<file path="config.mk">
export PLATFORM = sky130hd
export DESIGN_NAME = msr_monitor_status
export DESIGN_NICKNAME = d
export VERILOG_FILES = /design/src/msr_pkg.sv /design/src/msr_monitor_status.sv /design/src/msr_reset_sync.sv /design/src/msr_sequencer.sv
export SDC_FILE = /design/constraint.sdc
export NUM_CORES = 1
export LEC_CHECK = 0
export ABC_CLOCK_PERIOD_IN_PS = 2400
export BUFFER_PORTS_ARGS = -buffer_cell sky130_fd_sc_hd__buf_2
export CORE_MARGIN = 4
export CORE_UTILIZATION = 30
export DETAILED_ROUTE_END_ITERATION = 10
export GPL_TIMING_DRIVEN = 0
export PLACE_DENSITY = 0.44
export SETUP_SLACK_MARGIN = 0.02
export SLEW_MARGIN = 30
export SYNTH_ARGS = -nofsm -noshare
export SYNTH_HDL_FRONTEND = slang
export SYNTH_SLANG_ARGS = --single-unit
export TNS_END_PERCENT = 1
</file>
<file path="constraint.sdc">
create_clock -name i_sys_clk -period 2.4 [get_ports i_sys_clk]
set_clock_uncertainty 0.15 [all_clocks]
set_input_delay 0.36 -clock i_sys_clk [delete_from_list [all_inputs] [get_ports i_sys_clk]]
set_output_delay 0.36 -clock i_sys_clk [all_outputs]
set_load 0.01 [all_outputs]
</file>
<file path="src/msr_pkg.sv">
package msr_pkg;
	localparam int          MSR_ADDR_W          = 11;
	localparam int          MSR_DATA_W          = 16;
	localparam int          MSR_CODE_W          = 3;
	// Register offsets (word addresses on the management port)
	localparam logic [10:0] MSR_OFF_RUN_CFG     = 11'h481;
	localparam logic [10:0] MSR_OFF_TEMP_STAT   = 11'h483;
	localparam logic [10:0] MSR_OFF_SUPPLY_STAT = 11'h484;
	localparam logic [10:0] MSR_OFF_CYCLE_CFG   = 11'h480;
	localparam logic [10:0] MSR_OFF_IRQ_STAT    = 11'h48a;
	localparam logic [10:0] MSR_OFF_IRQ_MASK    = 11'h48b;
	// Field positions
	localparam int          MSR_START_BIT       = 0;
	localparam int          MSR_PERIODIC_BIT    = 1;
	localparam int          MSR_TEMP_LSB        = 0;
	localparam int          MSR_IO_LSB          = 12;
	localparam int          MSR_ANA_LSB         = 8;
	localparam int          MSR_CYCLE_W         = 4;
	// Reset values
	localparam logic        MSR_PERIODIC_RST    = 1'b1;
	localparam logic [2:0]  MSR_CODE_RST        = 3'h0;
	localparam logic [3:0]  MSR_CYCLE_RST       = 4'h0;
	// Interrupt status bits
	localparam int          MSR_IRQ_DONE_BIT    = 0;
	localparam int          MSR_IRQ_START_BIT   = 1;
	localparam int          MSR_IRQ_W           = 2;
	// Periodic spacing: base time in us, scaled by 2^cycle field
	localparam int          MSR_CLK_MHZ         = 125;
	localparam int          MSR_BASE_US         = 1;
	localparam int          MSR_BASE_CYC        = MSR_BASE_US * MSR_CLK_MHZ;
	localparam int          MSR_WAIT_W          = 24;
endpackage

</file>
<file path="src/msr_monitor_status.sv">
// Overview of operation
// [RULE1] Temperature code bits 2:0, resets 000
// [RULE2] I/O supply band code in bits 14:12
// [RULE3] Lower supply bands share one eight-band encoding
// [RULE4] Analog supply band bits 10:8, resets 000
// [RULE5] Start bit self-clears once run begins
// [RULE6] Periodic mode repeats runs, else single run
// [RULE7] Fields update on completion; reserved read zero
`timescale 1ns/100ps
module msr_monitor_status
	import msr_pkg::*;
(
	input  wire logic                  i_sys_clk,
	input  wire logic                  i_rst_n,
	input  wire logic [MSR_ADDR_W-1:0] i_addr,
	input  wire logic [MSR_DATA_W-1:0] i_wdata,
	input  wire logic                  i_wr,
	input  wire logic                  i_rd,
	output logic      [MSR_DATA_W-1:0] o_rdata,
	output logic                       o_meas_req,
	input  wire logic                  i_meas_done,
	input  wire logic [MSR_CODE_W-1:0] i_temp_code,
	input  wire logic [MSR_CODE_W-1:0] i_io_code,
	input  wire logic [MSR_CODE_W-1:0] i_ana_code,
	output logic                       o_irq
);
	logic                   rst_n;
	logic                   periodic_reg;
	logic                   start_reg;
	logic [MSR_CYCLE_W-1:0] cycle_reg;
	logic [MSR_CODE_W-1:0]  temp_reg;
	logic [MSR_CODE_W-1:0]  io_reg;
	logic [MSR_CODE_W-1:0]  ana_reg;
	logic [MSR_IRQ_W-1:0]   irq_stat_reg;
	logic [MSR_IRQ_W-1:0]   irq_stat_next;
	logic [MSR_IRQ_W-1:0]   irq_mask_reg;
	logic [MSR_DATA_W-1:0]  rdata_reg;
	logic [MSR_DATA_W-1:0]  rdata_next;
	logic                   running;
	logic                   running_d_reg;

	wire                    sel_run_cfg   = (i_addr == MSR_OFF_RUN_CFG);
	wire                    sel_cycle     = (i_addr == MSR_OFF_CYCLE_CFG);
	wire                    sel_temp      = (i_addr == MSR_OFF_TEMP_STAT);
	wire                    sel_supply    = (i_addr == MSR_OFF_SUPPLY_STAT);
	wire                    sel_irq_stat  = (i_addr == MSR_OFF_IRQ_STAT);
	wire                    sel_irq_mask  = (i_addr == MSR_OFF_IRQ_MASK);
	wire                    wr_run_cfg    = i_wr && sel_run_cfg;
	wire                    wr_cycle      = i_wr && sel_cycle;
	wire                    wr_irq_stat   = i_wr && sel_irq_stat;
	wire                    wr_irq_mask   = i_wr && sel_irq_mask;
	wire                    run_begun     = running && !running_d_reg;
	wire                    done_evt      = o_meas_req && i_meas_done;
	wire [MSR_IRQ_W-1:0]    irq_evt       = {run_begun, done_evt};

	wire [MSR_DATA_W-1:0]   run_cfg_word  = MSR_DATA_W'({periodic_reg, start_reg});
	wire [MSR_DATA_W-1:0]   cycle_word    = MSR_DATA_W'(cycle_reg);
	wire [MSR_DATA_W-1:0]   temp_word     = MSR_DATA_W'(temp_reg) << MSR_TEMP_LSB; // [RULE1] [RULE7]
	wire [MSR_DATA_W-1:0]   io_word       = MSR_DATA_W'(io_reg) << MSR_IO_LSB; // [RULE2] [RULE3]
	wire [MSR_DATA_W-1:0]   ana_word      = MSR_DATA_W'(ana_reg) << MSR_ANA_LSB; // [RULE4] [RULE3]
	wire [MSR_DATA_W-1:0]   supply_word   = io_word | ana_word; // [RULE7]
	wire [MSR_DATA_W-1:0]   irq_stat_word = MSR_DATA_W'(irq_stat_reg);
	wire [MSR_DATA_W-1:0]   irq_mask_word = MSR_DATA_W'(irq_mask_reg);

	msr_reset_sync u_rst (
		.i_clk   (i_sys_clk),
		.i_rst_n (i_rst_n),
		.o_rst_n (rst_n)
	);

	msr_sequencer u_seq (
		.i_clk       (i_sys_clk),
		.i_rst_n     (rst_n),
		.i_start     (start_reg),
		.i_periodic  (periodic_reg),
		.i_cycle     (cycle_reg),
		.i_meas_done (i_meas_done),
		.o_meas_req  (o_meas_req),
		.o_running   (running)
	);

	// Unmapped addresses read as zero
	always_comb begin
		rdata_next = '0;
		if (sel_run_cfg) begin
			rdata_next = run_cfg_word;
		end else if (sel_cycle) begin
			rdata_next = cycle_word;
		end else if (sel_temp) begin
			rdata_next = temp_word;
		end else if (sel_supply) begin
			rdata_next = supply_word;
		end else if (sel_irq_stat) begin
			rdata_next = irq_stat_word;
		end else if (sel_irq_mask) begin
			rdata_next = irq_mask_word;
		end
	end

	// New events win over a write-one-to-clear in the same cycle
	always_comb begin
		irq_stat_next = irq_stat_reg;
		if (wr_irq_stat) begin
			irq_stat_next = irq_stat_reg & ~i_wdata[MSR_IRQ_W-1:0];
		end
		irq_stat_next = irq_stat_next | irq_evt;
	end

	assign o_irq = |(irq_stat_reg & irq_mask_reg);

	always_ff @(posedge i_sys_clk or negedge rst_n) begin
		if (!rst_n) begin
			rdata_reg <= '0;
		end else if (i_rd) begin
			rdata_reg <= rdata_next;
		end else begin
			rdata_reg <= '0;
		end
	end

	assign o_rdata = rdata_reg;

	always_ff @(posedge i_sys_clk or negedge rst_n) begin
		if (!rst_n) begin
			periodic_reg <= MSR_PERIODIC_RST;
			cycle_reg    <= MSR_CYCLE_RST;
			irq_mask_reg <= '0;
		end else begin
			if (wr_run_cfg) begin
				periodic_reg <= i_wdata[MSR_PERIODIC_BIT]; // [RULE6]
			end
			if (wr_cycle) begin
				cycle_reg <= i_wdata[MSR_CYCLE_W-1:0];
			end
			if (wr_irq_mask) begin
				irq_mask_reg <= i_wdata[MSR_IRQ_W-1:0];
			end
		end
	end

	// Start holds until the sequencer leaves idle, then drops by itself
	always_ff @(posedge i_sys_clk or negedge rst_n) begin
		if (!rst_n) begin
			start_reg <= 1'b0;
		end else if (wr_run_cfg && i_wdata[MSR_START_BIT]) begin
			start_reg <= 1'b1; // [RULE5]
		end else if (running) begin
			start_reg <= 1'b0; // [RULE5]
		end
	end

	always_ff @(posedge i_sys_clk or negedge rst_n) begin
		if (!rst_n) begin
			running_d_reg <= 1'b0;
			irq_stat_reg  <= '0;
		end else begin
			running_d_reg <= running;
			irq_stat_reg  <= irq_stat_next;
		end
	end

	// Results are captured only at completion, so reads never see a half-updated band
	always_ff @(posedge i_sys_clk or negedge rst_n) begin
		if (!rst_n) begin
			temp_reg <= MSR_CODE_RST; // [RULE1]
			io_reg   <= MSR_CODE_RST;
			ana_reg  <= MSR_CODE_RST; // [RULE4]
		end else if (done_evt) begin
			temp_reg <= i_temp_code; // [RULE7]
			io_reg   <= i_io_code; // [RULE2]
			ana_reg  <= i_ana_code; // [RULE4]
		end
	end
endmodule

</file>
<file path="src/msr_reset_sync.sv">
`timescale 1ns/100ps
module msr_reset_sync (
	input  wire logic i_clk,
	input  wire logic i_rst_n,
	output logic      o_rst_n
);
	logic meta_reg;

	always_ff @(posedge i_clk or negedge i_rst_n) begin
		if (!i_rst_n) begin
			meta_reg <= 1'b0;
			o_rst_n  <= 1'b0;
		end else begin
			meta_reg <= 1'b1;
			o_rst_n  <= meta_reg;
		end
	end
endmodule

</file>
<file path="src/msr_sequencer.sv">
`timescale 1ns/100ps
module msr_sequencer
	import msr_pkg::*;
(
	input  wire logic                   i_clk,
	input  wire logic                   i_rst_n,
	input  wire logic                   i_start,
	input  wire logic                   i_periodic,
	input  wire logic [MSR_CYCLE_W-1:0] i_cycle,
	input  wire logic                   i_meas_done,
	output logic                        o_meas_req,
	output logic                        o_running
);
	typedef enum logic [1:0] {
		MSR_IDLE = 2'b00,
		MSR_MEAS = 2'b01,
		MSR_WAIT = 2'b10
	} msr_state_t;

	msr_state_t            state_reg;
	msr_state_t            state_next;
	logic [MSR_WAIT_W-1:0] wait_reg;
	logic [MSR_WAIT_W-1:0] wait_next;
	wire  [MSR_WAIT_W-1:0] wait_load;

	// Cycle field picks a power-of-two multiple of the base interval
	assign wait_load  = MSR_WAIT_W'(MSR_BASE_CYC) << i_cycle;
	assign o_meas_req = (state_reg == MSR_MEAS);
	assign o_running  = (state_reg != MSR_IDLE);

	always_comb begin
		state_next = state_reg;
		wait_next  = wait_reg;
		case (state_reg)
			MSR_IDLE: begin
				if (i_start) begin
					state_next = MSR_MEAS;
				end
			end
			MSR_MEAS: begin
				if (i_meas_done) begin
					if (i_periodic) begin // [RULE6]
						state_next = MSR_WAIT;
						wait_next  = wait_load;
					end else begin
						state_next = MSR_IDLE;
					end
				end
			end
			MSR_WAIT: begin
				// Clearing periodic mode stops the loop at once, returning to idle without finishing the current interval
				if (!i_periodic) begin
					state_next = MSR_IDLE;
				end else if (wait_reg == '0) begin
					state_next = MSR_MEAS;
				end else begin
					wait_next = wait_reg - 1'b1;
				end
			end
			default: begin
				state_next = MSR_IDLE;
			end
		endcase
	end

	always_ff @(posedge i_clk or negedge i_rst_n) begin
		if (!i_rst_n) begin
			state_reg <= MSR_IDLE;
			wait_reg  <= '0;
		end else begin
			state_reg <= state_next;
			wait_reg  <= wait_next;
		end
	end
endmodule
</file>
### Word-level counts from Yosys, hierarchy flattened

Cells that the tools add are included.

| word-level totals | value |
|---|---|
| input bits | 41 |
| register bits | 64 |
| word-level logic and storage cells | 72 |

| operators by class | value |
|---|---|
| add/subtract/negate cells | 1 |
| reduce and logical (&&, ||, !) cells | 16 |
| equality and inequality tests | 14 |
| shift operators | 1 |
| multiplexer cells | 21 |
| bitwise gates (word level) | 5 |

Operators by type and width:

| kind | number |
|---|---|
| $mux W24 | 4 |
| $eq A11 B11 Y1 const B | 6 |
| $mux W16 | 4 |
| $pmux W24 S2 | 1 |
| $logic_not A24 Y1 | 1 |
| $shl A7 B4 Y24 const A | 1 |
| $sub A24 B1 Y24 const B | 1 |
| $mux W2 | 8 |
| $mux W15 | 1 |
| $or A15 B11 Y15 | 1 |
| $logic_and A1 B1 Y1 | 7 |
| $ne A2 B2 Y1 const B | 3 |
| $pmux W2 S3 | 1 |
| $reduce_bool A2 Y1 | 3 |
| $reduce_and A5 Y1 | 1 |
| $and A2 B2 Y2 | 2 |
| $ne A2 B1 Y1 const B | 2 |
| $ne A3 B2 Y1 const B | 1 |
| $reduce_and A3 Y1 | 1 |
| $eq A2 B1 Y1 const B | 1 |
| $eq A2 B2 Y1 const B | 1 |
| $logic_not A2 Y1 | 1 |
| $mux W1 | 2 |
| $not A2 Y2 | 1 |
| other kinds (3) | 3 |

### Depth between registers and ports, before layout

| logic depth | value |
|---|---|
| depth in word-level cells | 8 |
| mapped depth | 9 |

### By module

Synthesis repeated with hierarchy kept, for this count alone.

| unflattened totals | value |
|---|---|
| cells, all modules | 354 |
| area total of the unflattened synthesis | 3373.2 um^2 |

Modules (own cells, without submodules):

| module | times used | area each (um^2) | seq. area each (um^2) | cells each |
|---|---|---|---|---|
| msr_sequencer | 1 | 1955.6 | 650.6 | 241 |
| msr_monitor_status | 1 | 1363.8 | 752.0 | 110 |
| msr_reset_sync | 1 | 53.8 | 50.0 | 3 |

### Least setup slack after synthesis

No wires, ideal clock.

| path | value |
|---|---|
| path type | register to register |
| start | reg u_seq.wait_reg[0] |
| end | reg u_seq.wait_reg[22] |
| path slack | 0.095 ns |
| stages on the path, launching flop included | 8 |
| buffers on the path | 0 |
| arrival time | 2.077 ns |
| library setup time | 0.078 ns |
| period minus slack after synthesis | 2.305 ns |
| cells stage by stage | dfrtp_1 > inv_1 > ha_1 > nor4b_2 > nand4_1 > or3_1 > or4_1 > a21oi_1 |

| between the ends | value |
|---|---|
| longest elaborated chain between the ends | 4 |

Ends and longest elaborated chain:

| element | RTL line | RTL |
|---|---|---|
| from (decl) | msr_sequencer.sv:22 | `logic [MSR_WAIT_W-1:0] wait_reg;` |
| from (signal assigned) | msr_sequencer.sv:72 | `wait_reg <= wait_next;` |
| $sub A24 B1 Y24 | msr_sequencer.sv:57 | `wait_next = wait_reg - 1'b1;` |
| $mux W24 | msr_sequencer.sv:54 | `end else if (wait_reg == '0) begin` |
| $mux W24 | msr_sequencer.sv:52 | `if (!i_periodic) begin` |
| $pmux W24 S2 | msr_sequencer.sv:34 | `case (state_reg)` |

Several ways; a longest one is shown, not always the timed one. The select of a mux whose other input is x is not followed.
A chain may end at the register's enable or synchronous reset.

### Final worst setup path

| path | value |
|---|---|
| start | reg u_seq.wait_reg[16] |
| end | reg u_seq.wait_reg[22] |

The elaborated chain is that of the path after synthesis.

==> results.md <==
* Slew Limit Fails at 0
* Cts bufs inserted at 9
* Fraction of registers with async set/reset at 100%
* VDD IR-drop max at 373 uV
* TritonCTS clock tree: done
* Initial Util at 31.0%
* Placed cells at 545
* First-pass GRT wire length at 16800 um
* Grt ovf at 0
* Max FFs per register at 24
* CP max FO at 4
* Max frequency at 423 MHz
* Avg Cell Area, Syn at 9.44 sq um
* Remaining antenna violation count at 0
* Final setup fails at 0
* Routability Congestion at 0.892
* Non-filler cells, final at 568
* Critical Path AT at 2.48 ns
* Pwr Total at 3780 uW
* Worst-skew pair later-pin latency at 0.33 ns
* Vias at 3090
* Seq/Total Area, Yosys at 42.7%
* Synth top area share at 42.0%
* Met2 routed WL at 4790 um
* Ratio of cells with drive above 1 in the final layout at 27.6%
* Ratio of final minimum period to clock period at 98.5%
* Die Span Y at 114 um
* Status: finished clean
* Met3 wire length at 539 um
* M1 WL at 4580 um
* R2R depth at 5
* Clock slew at reported path FFs at 0.06 ns
* Slew @ Worst Pin at 0.733 ns
* Nets@finish at 470
* Final Hold Fails at 0
* Mapped Cells at 360
* 1st-iter DRT viols at 139
* # rows at 38
* Clock tree root driver cell: clkbuf_16
* Max-cap violations at 0
* Yosys warning total at 0
* CP startpoint kind: flop
* Total GRT Usage at 16.4%
* RSZ-0062 raised after global routing: true
* CTS H-Tree Depth at 3
* Commonest non-fill, non-tap cell in the layout: dfrtp_1
* Top Layer Used: met4
* Worst Hold Class: flop to async pin
* Crit. End Element: flop
* Slew HR at 50.7%
* Seq cells post-synth at 58
* Vias in the first global route at 3130
* Minimum clock period at 2.36 ns
* # IOs at 59
* Crit Path Class: flop to flop
* Drt via density at 5.44
* Ys flop type: dfrtp_1
* WL/cell at 17.9 um
* Core Area at 11000 sq um
* Largest net degree at the start of global routing at 42
* Area Overhead vs Synth at 26.8%
* Leak Pwr at 0.00194 uW
* Drt first pass iters at 4
* Area leader, netlist: dfrtp_1
* WL final at 10200 um
* Detailed-route DRC error count at 0
* Detailed placer's ending HPWL at 7370 um
* Die ar. at 13100 sq um
* Required @ worst endpoint at 2.51 ns
* Most frequent cells in the layout: 56 x dfrtp_1, 39 x buf_2, 28 x nand2_1
* Top cells by area, synth: dfrtp_1 42%, mux2_2 6.3%, nand2_1 3.2%
* Final design utilization at 39.2%
* N_diodes at 0
* Die width at 114 um
* CTS Sinks at 58
* Max Buffers Root-to-Sink at 2
* Initial antenna violation count at 0
* PwrDens at 876 nW/um^2
* Netlist cell types at 58
* Number of synthesized flops with an enable pin at 0
* Synth Cell Area at 3400 sq um
* Port Buf Inserts at 39
[worst max-delay path, cell delays in order (launching register included)]
cell     delay (ns)
dfrtp_1        0.39
or4_4          0.56
or2_4          0.28
or3_4          0.39
or4_4          0.42
a21oi_2        0.12
[layer usage]
metal | vias to the layer above | GRT usage (%)
met5 | - | 0
met4 | 0 | 6.41
met3 | 17 | 3.38
met2 | 102 | 26.7
met1 | 1507 | 21.4
li1 | 1464 | -
[cells by family after synthesis]
kind of cell | Yosys count | synth area share, %
adder cells (fa/ha/maj) | 7 | 2.50
AO/OA/AOI/OAI | 95 | 20.4
other | 2 | 0.221
buffers and inverters | 44 | 5.63
XOR/XNOR | 1 | 0.258
AND/OR/NAND/NOR | 133 | 21.7
flip-flops | 58 | 42.7
multiplexers | 20 | 6.59
[cells in the mapped netlist, drive strengths merged, types with 6 or more instances]
cell and n:
dfrtp 57, nand2 29, inv 19, mux2 19, nor2 19, a21oi 18
clkbuf 14, nor3 12, buf 11, o22ai 10, a22o 9, and2 9
a22oi 8, nand2b 8, nand3 8, nor4 8, a211o 7, and3 6
ha 6, nor2b 6, o21ai 6, or4 6
[worst paths after layout]
| check | startpoint | end | slack, ns |
|---|---|---|---|
| max in group asynchronous | u_rst.o_rst_n | periodic_reg | 1.50 |
| min | u_rst.o_rst_n | o_rdata[8] | 0.04 |
| min in group i_sys_clk | i_io_code[0] | io_reg[0] | 0.11 |
| max reg2reg | u_seq.wait_reg[16] | u_seq.wait_reg[22] | 0.04 |
| max | u_seq.wait_reg[16] | u_seq.wait_reg[22] | 0.04 |
| min reg2reg | u_rst.o_rst_n | o_rdata[8] | 0.04 |
[power breakdown]
part | switching, uW | leakage, uW | internal (uW)
sequential | 173 | 0.000740 | 1160
combinational | 577 | 0.00104 | 444
clock | 501 | 0.000160 | 917
total | 1250 | 0.00194 | 2520
[per-stage QoR]
step / hold slack [ns] / area, sq um / TNS, ns / setup WS (ns)
after floorplan: -0.0856 / 3420 / 0 / 0.0952
after detailed placement: -0.00112 / 3810 / -10.82 / -0.502
after global placement: -0.00415 / 3790 / -27.20 / -0.575
final: 0.0444 / 4310 / 0 / 0.0364
after global routing: 0.0665 / 4310 / -0.760 / -0.0812
after CTS: 0.0545 / 4270 / 0 / 0.00179
[repair_timing]
item                                   in CTS  in global routing
gates cloned                                0                  0
pin swaps                                   4                  2
resized for setup                          18                 14
setup buffers                               6                  0
endpoints found under the hold margin       2                  0
hold buffers                                1                  0
setup endpoints to repair                  26                 25
[final cells by class]
class | instances | area (sq um)
timing repair buffer | 47 | 270
sequential | 58 | 1460
multi-input combinational | 263 | 1870
buffer | 25 | 136
clock inverter | 7 | 100
fill | 1119 | 6670
clock buffer | 9 | 225
tap | 140 | 175
inverter | 19 | 71.3
Note: power is estimated with default switching activity, not from simulation.
